<file path="src/logic/fpps_pkg.sv">
// Purpose: shared constants and types for the flash page program sequencer
// Assumes: 20 MHz core clock, 32-bit Avalon-MM register port
// Notes:   register offsets are byte addresses
package fpps_pkg;
	localparam int unsigned CLK_PERIOD_NS = 50;
	// modelled array programming time
	localparam int unsigned PROG_TIME_NS  = 2000;
	localparam int unsigned PROG_CYCLES   = (PROG_TIME_NS + CLK_PERIOD_NS - 1) / CLK_PERIOD_NS;
	localparam int unsigned CNT_W         = 16;

	localparam logic [3:0] OFS_FCTL = 4'h0;
	localparam logic [3:0] OFS_NVM  = 4'h4;
	localparam logic [3:0] OFS_STAT = 4'h8;

	// flash_control_reg field layout
	localparam int unsigned FC_KEY_HI = 7;
	localparam int unsigned FC_KEY_LO = 4;
	localparam int unsigned FC_MAP    = 3;
	localparam int unsigned FC_SP_HI  = 2;
	localparam int unsigned FC_SP_LO  = 1;
	localparam int unsigned FC_BUSY   = 0;
	// nvm_control_reg field layout
	localparam int unsigned NVM_AUTO_PAGE_ERASE  = 6;
	localparam int unsigned NVM_ERR   = 2;
	// status register layout
	localparam int unsigned ST_BUSY   = 0;
	localparam int unsigned ST_ARMED  = 1;
	localparam int unsigned ST_STALL  = 2;

	localparam logic [3:0] KEY_ARM = 4'h5;
	localparam logic [3:0] KEY_GO  = 4'ha;
	localparam logic [1:0] SP_CODE = 2'b00;
	localparam logic [1:0] SP_SIG  = 2'b01;
	localparam logic [1:0] SP_FUSE = 2'b10;
	localparam logic [1:0] SP_RSVD = 2'b11;

	localparam int unsigned BUF_DEPTH = 64;
	localparam logic [5:0]  LAST_IDX  = 6'h3f;
	localparam logic [6:0]  PAGE_BASE = 7'h00;
	localparam int unsigned A_PG_HI   = 15;
	localparam int unsigned A_PG_LO   = 7;
	localparam int unsigned A_HALF    = 6;
	localparam int unsigned A_IDX_HI  = 5;

	typedef enum logic [2:0] {
		FPPS_IDLE   = 3'b000,
		FPPS_ERASE  = 3'b001,
		FPPS_WRITE  = 3'b010,
		FPPS_SETTLE = 3'b011,
		FPPS_DONE   = 3'b100
	} fpps_state_e;

	typedef struct packed {
		logic [15:0] addr;
		logic [7:0]  data;
	} fpps_xwr_s;

	typedef struct packed {
		logic        erase;
		logic        wr;
		logic [1:0]  space;
		logic [15:0] addr;
		logic [7:0]  data;
	} fpps_flash_s;
endpackage : fpps_pkg

</file>
<file path="src/logic/fpps_top.sv">
// Purpose: flash page program sequencer with half-page buffer and launch key
// Assumes: core and bus share clock; brownout arrives asynchronously
// Notes:   flash array ANDs write data into cells, so only zeros program
//
// Contract
// - launch needs key 5 then key A
// - space 00 programs code space
// - space 01 programs user signature
// - space 10 programs user fuses
// - instruction between key writes aborts launch
// - busy high while programming runs
// - brown-out abort sets error flag
// - 64-byte buffer programs one half-page
// - any 1 to 64 loaded bytes accepted
// - loaded location ignores further loads
// - buffer emptied after each operation
// - no auto-erase: only loaded bytes written
// - auto-erase erases whole page first
// - unloaded bytes read FFh after erase
// - last load selects target page
// - internal launch stalls core; external polls
// - space 00 maps code for code reads
// - space 01 maps signature region
// - space 10 maps fuse region
// - control layout: key, map, space, busy
// - buffer map redirects data writes
//
// Added by the designer: the address map and the Avalon-MM register port.
`timescale 1ns/1ps
module fpps_top
	import fpps_pkg::*;
(
	input  wire logic        clock,
	input  wire logic        srst,
	input  wire logic [3:0]  avs_address,
	input  wire logic        avs_read,
	input  wire logic        avs_write,
	input  wire logic [31:0] avs_writedata,
	output logic      [31:0] avs_readdata,
	output logic             avs_waitrequest,
	input  wire logic        xwr_valid,
	input  wire fpps_xwr_s   xwr,
	input  wire logic        instr_step,
	input  wire logic        exec_internal,
	input  wire logic        brownout,
	output logic             ram_wr_valid,
	output fpps_xwr_s        ram_wr,
	output logic      [1:0]  code_space,
	output logic             cpu_stall,
	output fpps_flash_s      flash
);
	logic             wait_q;
	logic [31:0]      rdata_q;
	logic             map_q;
	logic [1:0]       space_q;
	logic             armed_q;
	logic             auto_page_erase_q;
	logic             err_q;
	logic             busy_q;
	logic             stall_q;
	logic             bo_m_q;
	logic             bo_s_q;
	fpps_state_e      st_q;
	logic [5:0]       idx_q;
	logic [CNT_W-1:0] cnt_q;
	logic [1:0]       sp_run_q;
	logic [8:0]       page_q;
	logic             half_q;
	logic [7:0]       buf_q [BUF_DEPTH];
	logic [63:0]      loaded_q;
	logic             ram_v_q;
	fpps_xwr_s        ram_q;
	fpps_flash_s      flash_q;

	logic       done;
	logic       fc_wr;
	logic       nvm_wr;
	logic [3:0] key;
	logic [1:0] wsp;
	logic       start;
	logic       abort;
	logic       ld;
	logic [5:0] ld_idx;
	logic       clr;

	assign done   = (avs_read || avs_write) && !wait_q;
	assign fc_wr  = done && avs_write && avs_address == OFS_FCTL;
	assign nvm_wr = done && avs_write && avs_address == OFS_NVM;
	assign key    = avs_writedata[FC_KEY_HI:FC_KEY_LO];
	assign wsp    = avs_writedata[FC_SP_HI:FC_SP_LO];
	// reserved space and unarmed key A start nothing
	assign start  = fc_wr && key == KEY_GO && armed_q && wsp != SP_RSVD
		&& st_q == FPPS_IDLE;
	assign abort  = bo_s_q && st_q != FPPS_IDLE;
	assign ld     = xwr_valid && map_q && st_q == FPPS_IDLE;
	assign ld_idx = xwr.addr[A_IDX_HI:0];
	assign clr    = st_q == FPPS_DONE || abort;

	// one wait cycle per access keeps read data a registered value
	always_ff @(posedge clock) begin
		if (srst) begin
			wait_q <= 1'b1;
		end else if (!wait_q) begin
			wait_q <= 1'b1;
		end else if (avs_read || avs_write) begin
			wait_q <= 1'b0;
		end
	end

	always_ff @(posedge clock) begin
		if (srst) begin
			rdata_q <= 32'h0;
		end else if (wait_q && avs_read) begin
			rdata_q <= 32'h0;
			case (avs_address)
				OFS_FCTL: begin
					rdata_q[FC_MAP]              <= map_q;
					rdata_q[FC_SP_HI:FC_SP_LO]   <= space_q;
					rdata_q[FC_BUSY]             <= busy_q;
				end
				OFS_NVM: begin
					rdata_q[NVM_AUTO_PAGE_ERASE] <= auto_page_erase_q;
					rdata_q[NVM_ERR]  <= err_q;
				end
				OFS_STAT: begin
					rdata_q[ST_BUSY]  <= busy_q;
					rdata_q[ST_ARMED] <= armed_q;
					rdata_q[ST_STALL] <= stall_q;
				end
				default: begin
					rdata_q <= 32'h0;
				end
			endcase
		end
	end

	// control fields; written value also selects code-read mapping
	always_ff @(posedge clock) begin
		if (srst) begin
			map_q   <= 1'b0;
			space_q <= SP_CODE;
		end else if (fc_wr) begin
			map_q   <= avs_writedata[FC_MAP];
			space_q <= wsp;
		end
	end

	always_ff @(posedge clock) begin
		if (srst) begin
			armed_q <= 1'b0;
		end else if (fc_wr) begin
			armed_q <= key == KEY_ARM && st_q == FPPS_IDLE;
		end else if (instr_step) begin
			armed_q <= 1'b0;
		end
	end

	always_ff @(posedge clock) begin
		if (srst) begin
			auto_page_erase_q <= 1'b0;
		end else if (nvm_wr) begin
			auto_page_erase_q <= avs_writedata[NVM_AUTO_PAGE_ERASE];
		end
	end

	// set wins over a same-cycle software clear
	always_ff @(posedge clock) begin
		if (srst) begin
			err_q <= 1'b0;
		end else if (abort) begin
			err_q <= 1'b1;
		end else if (nvm_wr) begin
			err_q <= err_q & avs_writedata[NVM_ERR];
		end
	end

	always_ff @(posedge clock) begin
		if (srst) begin
			bo_m_q <= 1'b0;
			bo_s_q <= 1'b0;
		end else begin
			bo_m_q <= brownout;
			bo_s_q <= bo_m_q;
		end
	end

	// array has no reset; loaded_q gates every flash write of its data
	always_ff @(posedge clock) begin
		if (ld && !loaded_q[ld_idx]) begin
			buf_q[ld_idx] <= xwr.data;
		end
	end

	always_ff @(posedge clock) begin
		if (srst) begin
			loaded_q <= 64'h0;
		end else if (clr) begin
			loaded_q <= 64'h0;
		end else if (ld) begin
			loaded_q[ld_idx] <= 1'b1;
		end
	end

	always_ff @(posedge clock) begin
		if (srst) begin
			page_q <= 9'h0;
			half_q <= 1'b0;
		end else if (ld) begin
			page_q <= xwr.addr[A_PG_HI:A_PG_LO];
			half_q <= xwr.addr[A_HALF];
		end
	end

	always_ff @(posedge clock) begin
		if (srst) begin
			ram_v_q <= 1'b0;
			ram_q   <= '0;
		end else begin
			ram_v_q <= xwr_valid && !map_q;
			ram_q   <= xwr;
		end
	end

	always_ff @(posedge clock) begin
		if (srst) begin
			st_q     <= FPPS_IDLE;
			idx_q    <= 6'h0;
			cnt_q    <= '0;
			sp_run_q <= SP_CODE;
		end else if (abort) begin
			st_q <= FPPS_IDLE;
		end else begin
			case (st_q)
				FPPS_IDLE: begin
					idx_q <= 6'h0;
					cnt_q <= '0;
					if (start) begin
						sp_run_q <= wsp;
						st_q     <= auto_page_erase_q ? FPPS_ERASE : FPPS_WRITE;
					end
				end
				FPPS_ERASE: begin
					st_q <= FPPS_WRITE;
				end
				FPPS_WRITE: begin
					idx_q <= idx_q + 6'h1;
					if (idx_q == LAST_IDX) begin
						st_q <= FPPS_SETTLE;
					end
				end
				FPPS_SETTLE: begin
					cnt_q <= cnt_q + 1'b1;
					if (cnt_q == CNT_W'(PROG_CYCLES - 1)) begin
						st_q <= FPPS_DONE;
					end
				end
				FPPS_DONE: begin
					st_q <= FPPS_IDLE;
				end
				default: begin
					st_q <= FPPS_IDLE;
				end
			endcase
		end
	end

	always_ff @(posedge clock) begin
		if (srst) begin
			busy_q  <= 1'b0;
			stall_q <= 1'b0;
		end else if (abort || st_q == FPPS_DONE) begin
			busy_q  <= 1'b0;
			stall_q <= 1'b0;
		end else if (start) begin
			busy_q  <= 1'b1;
			stall_q <= exec_internal;
		end
	end

	// skipped locations keep old cells, or stay FFh after erase
	always_ff @(posedge clock) begin
		if (srst) begin
			flash_q <= '0;
		end else begin
			flash_q.erase <= st_q == FPPS_ERASE && !abort;
			flash_q.wr    <= st_q == FPPS_WRITE && !abort && loaded_q[idx_q];
			flash_q.space <= sp_run_q;
			flash_q.addr  <= st_q == FPPS_ERASE ? {page_q, PAGE_BASE}
				: {page_q, half_q, idx_q};
			flash_q.data  <= buf_q[idx_q];
		end
	end

	assign avs_waitrequest = wait_q;
	assign avs_readdata    = rdata_q;
	assign ram_wr_valid    = ram_v_q;
	assign ram_wr          = ram_q;
	assign code_space      = space_q;
	assign cpu_stall       = stall_q;
	assign flash           = flash_q;

	// settle cycles of the current run; a counter, as 40 repeats would be unrolled
	logic [CNT_W-1:0] settle_run_q;

	always_ff @(posedge clock) begin
		if (srst) begin
			settle_run_q <= '0;
		end else if (st_q == FPPS_SETTLE) begin
			settle_run_q <= settle_run_q + 1'b1;
		end else begin
			settle_run_q <= '0;
		end
	end
endmodule : fpps_top

</file>
<file path="config.mk">
export PLATFORM = sky130hd
export DESIGN_NAME = fpps_top
export DESIGN_NICKNAME = d
export VERILOG_FILES = /design/src/logic/fpps_pkg.sv /design/src/logic/fpps_top.sv
export SDC_FILE = /design/constraint.sdc
export NUM_CORES = 1
export LEC_CHECK = 0
export BUFFER_PORTS_ARGS = -buffer_cell sky130_fd_sc_hd__buf_4
export CORE_ASPECT_RATIO = 1.2
export CORE_MARGIN = 2
export CORE_UTILIZATION = 40
export DETAILED_ROUTE_END_ITERATION = 8
export PLACE_DENSITY = 0.64
export SLEW_MARGIN = 20
export SYNTH_ARGS = -nofsm -noshare
export SYNTH_HDL_FRONTEND = slang
export SYNTH_SLANG_ARGS = --single-unit
</file>
<file path="constraint.sdc">
create_clock -name clock -period 3.89 [get_ports clock]
set_input_delay 0.1945 -clock clock [delete_from_list [all_inputs] [get_ports clock]]
set_output_delay 0.1945 -clock clock [all_outputs]
set_load 0.01 [all_outputs]
</file>
==> summary.txt <==
Placed design
  – RePlAce Congestion: 0.815
  – Port bufs: roughly 100
  – Placed Area: slightly below 30,000 µm²
  – Hpwl dp: about 40,000 µm

GRT
  – All-Layer GR Usage: between 10% and 20%
  – Vias in the first global route: 15,480
  – Largest net degree at the start of global routing: around 70
  – First-pass GRT wire length: 96,600 µm
  – Grt ovf: 0
  – Antenna violations before repair: 1

Critical path
  – CP Class: in2reg
  – Critical-path cell list: dlygate4sd3_1 > buf_4 > nor2b_1 > a22oi_1 > a31o_4 > a21oi_4 > and3_1 > nor2b_1
  – WP data required: 4120 ps
  – Crit-path max cell delay: 680 ps
  – Critical path buffer and inverter count: 2
  – CP most frequent cell: nor2b_1
  – CP Data Arrival Time: ~3200 ps
  – Worst-path maximum fanout: 21
  – CP max-delay cell: nor2b_1
  – Critical path endpoint category: register
  – Startpoint types: input pin
  – Crit path max-delay family: simple AND/OR/NAND/NOR gates

Cells and area
  – Multi-input logic area: between 7000 and 8000 µm²
  – Most frequent cells in the layout: edfxtp_1 (512), buf_4 (171), dfxtp_1 (165)
  – Final instance area: 31,500 µm²
  – Reg area: between 15,000 and 20,000 µm²
  – Area growth syn-to-layout: 16.5%
  – # nets final: 1,923
  – Ratio of cells with drive above 1 in the final layout: 23.9%
  – Commonest non-fill, non-tap cell in the layout: edfxtp_1
  – Fillers: 5,725
  – Ant. Diodes: 0

STA
  – Final setup violating endpoints: 0
  – Post-Route Setup TNS: 0 ps
  – Setup Skew: between 30 and 40 ps
  – Relative max-transition margin: 33.2%
  – Max Slew Vio Count: 0
  – Crit path time final: 3000 ps
  – Fin. Hold Viols: 0
  – RSZ-0062 raised after global routing: false
  – Final cycle utilization of the critical path: slightly below 80%
  – Slew of the pin with the lowest slew margin: 1000 ps
  – Achievable Freq: 333 MHz

Power
  – Cell Pwr Density: slightly below 500 nW/µm²
  – VDD IR-drop max: 0.335 mV
  – Leakage Power: ~10 nW

Logic synthesis
  – Largest cells by area after synthesis: edfxtp_1 (57%), mux4_2 (13%), dfxtp_1 (13%)
  – YS warnings: 0
  – Post-synth top area cell: edfxtp_1
  – Post-synth cell types: 62
  – Synth Register Bits: ~680
  – Prevailing post-synth register cell: edfxtp_1
  – Post-synthesis sequential area ratio: 69.4%
  – Post-Syn Instances: 1,675
  – Syn Std Cell Area: 27,000 µm²
  – Post-synth top area share: 56.9%
  – Post-synth EDFFs: 512
  – Syn Area/Cell: about 16 µm²
  – FFs w/ async S/R, synth: 0%

Drt
  – Via count: 15,295
  – Total wire length: 64,400 µm
  – DRC viols: 0
  – DRT iter0 DRCs: roughly 1,400
  – Routed vias/inst: between 5 and 6
  – Post-DR wirelength/cell: about 23 µm
  – Post-DRT Antenna Nets: 0
  – TritonRoute pass-1 iters: 6

Job
  – Max-Cap Viols: 0

Floorplanning
  – Initial Util: 40.4%
  – Chip Width: around 240 µm
  – Std-Cell Rows: 104
  – Vertical die dimension: between 200 and 300 µm
  – DIE AREA: around 70,000 µm²
  – # IOs: roughly 160
  – Core Region: 67,000 µm²

Clock network
  – Clock Pin Slew Worst Setup and Hold Paths: 60 ps
  – Clock Path Buffers: 3
  – Clk root buf: clkbuf_16
  – CTS tree: built
  – Worst skew pair latency: 610 ps
  – CTS Buf Count: 68
  – PostCTS Resize Cnt: 0
  – # H-tree levels: 3
  – CTS Sinks: 682

Outcome
  – Outcome: finished clean

Worst hold path
  – Hold Crit Class: in2reg
-- routing by layer --
layer,GRT usage (%),vias to the layer above,wire length (µm)
met2,31.4,588,31700
met3,3.05,121,4440
met4,8.16,0,2490
li1,-,6782,-
met5,0,-,0
met1,24.3,7804,25700
-- cells in the mapped netlist, types with 7 or more instances --
library cell	number
a2111oi_0	8
a211oi_1	19
a21oi_1	114
a31oi_1	9
and2_1	15
buf_1	17
buf_2	26
buf_4	30
clkbuf_1	54
dfxtp_1	170
edfxtp_1	512
inv_1	10
mux2i_1	48
mux4_2	162
nand2_1	73
nand2b_1	11
nand3_1	20
nand4_1	9
nor2_1	153
nor2b_1	68
nor3_1	19
nor3b_1	7
nor4_1	14
o21ai_0	24
or3_1	9
xor2_1	11
-- power by group --
part	total, mW	leakage (nW)	internal, mW	switching (mW)
Combinational	0.997	3.15	0.382	0.614
Sequential	7.88	5.98	7.84	0.0351
Clock	6.30	1.04	3.57	2.73
-- worst reg2reg max path, delay by kind of cell (launching register included) --
family	cells	cell delay [ps]
simple gates	4	1850
compound gates	2	450
flops	1	310
-- registers in the layout (all words and copies together), names as in the netlist, 3 cells and up --
| name | count |
|---|---|
| idx_q | 6 |
| buf_q | 512 |
| flash | 28 |
| page_q | 9 |
| loaded_q | 64 |
| ram_wr | 24 |
| avs_readdata | 5 |
| cnt_q | 16 |
| st_q | 3 |
-- area by class of cell --
type                            count  share of cell area, %
Clock inverter                     29                  0.814
Clock buffer                       90                   5.89
Inverter                           11                  0.131
Multi-Input combinational cell    880                   24.4
Sequential cell                   682                   59.6
Timing Repair Buffer              210                   5.53
Tap cell                          901                   3.58
-- cell families (layout without fill, tap and decap cells) --
group                      count (synthesis)  after routing  synth area share, %
and+or+nand+nor                          421            421                 7.61
buffers and inverters                    139            340                 2.49
DFF                                      682            682                 69.4
xor gates and xnor gates                  15             15                0.486
AOI/OAI and AO/OA                        202            202                 4.48
adders and majority gates                  2              2               0.0925
other                                      1             27               0.0139
muxes                                    213            213                 15.4
-- path summary, 6_finish.rpt --
| kind | slack, ps | from | cells after the start | end |
|---|---|---|---|---|
| setup / recovery | 890 | xwr[10] | 8 | buf_q[0][3] |
| hold / removal | 80 | avs_writedata[4] | 5 | busy_q |
| setup reg to reg | 900 | st_q[0] | 6 | buf_q[0][3] |
| hold reg to reg | 450 | page_q[6] | 2 | page_q[6] |
-- repair_timing --
action                    CTS  global route
hold buffers               32             0
setup buffers               0             0
hold endpoints to repair   40             0
-- stage by stage --
| stage | total power, mW | setup slack, ps | util [%] | std cells | hold WS [ps] |
|---|---|---|---|---|---|
| 2_1_floorplan | 8.66 | 751 | - | 1701 | 293 |
| 3_3_place_gp | 8.99 | 786 | 43.4 | 2652 | 418 |
| 3_5_place_dp | 9.01 | 740 | 43.4 | 2652 | 421 |
| 4_1_cts | 15.3 | 840 | 47.0 | 2803 | 39.7 |
| 5_1_grt | 15.6 | 710 | 47.0 | 2803 | 75.9 |
| 6_report | 15.2 | 887 | 47.0 | 2803 | 76.2 |
Note: power is estimated with default switching activity, not from simulation.
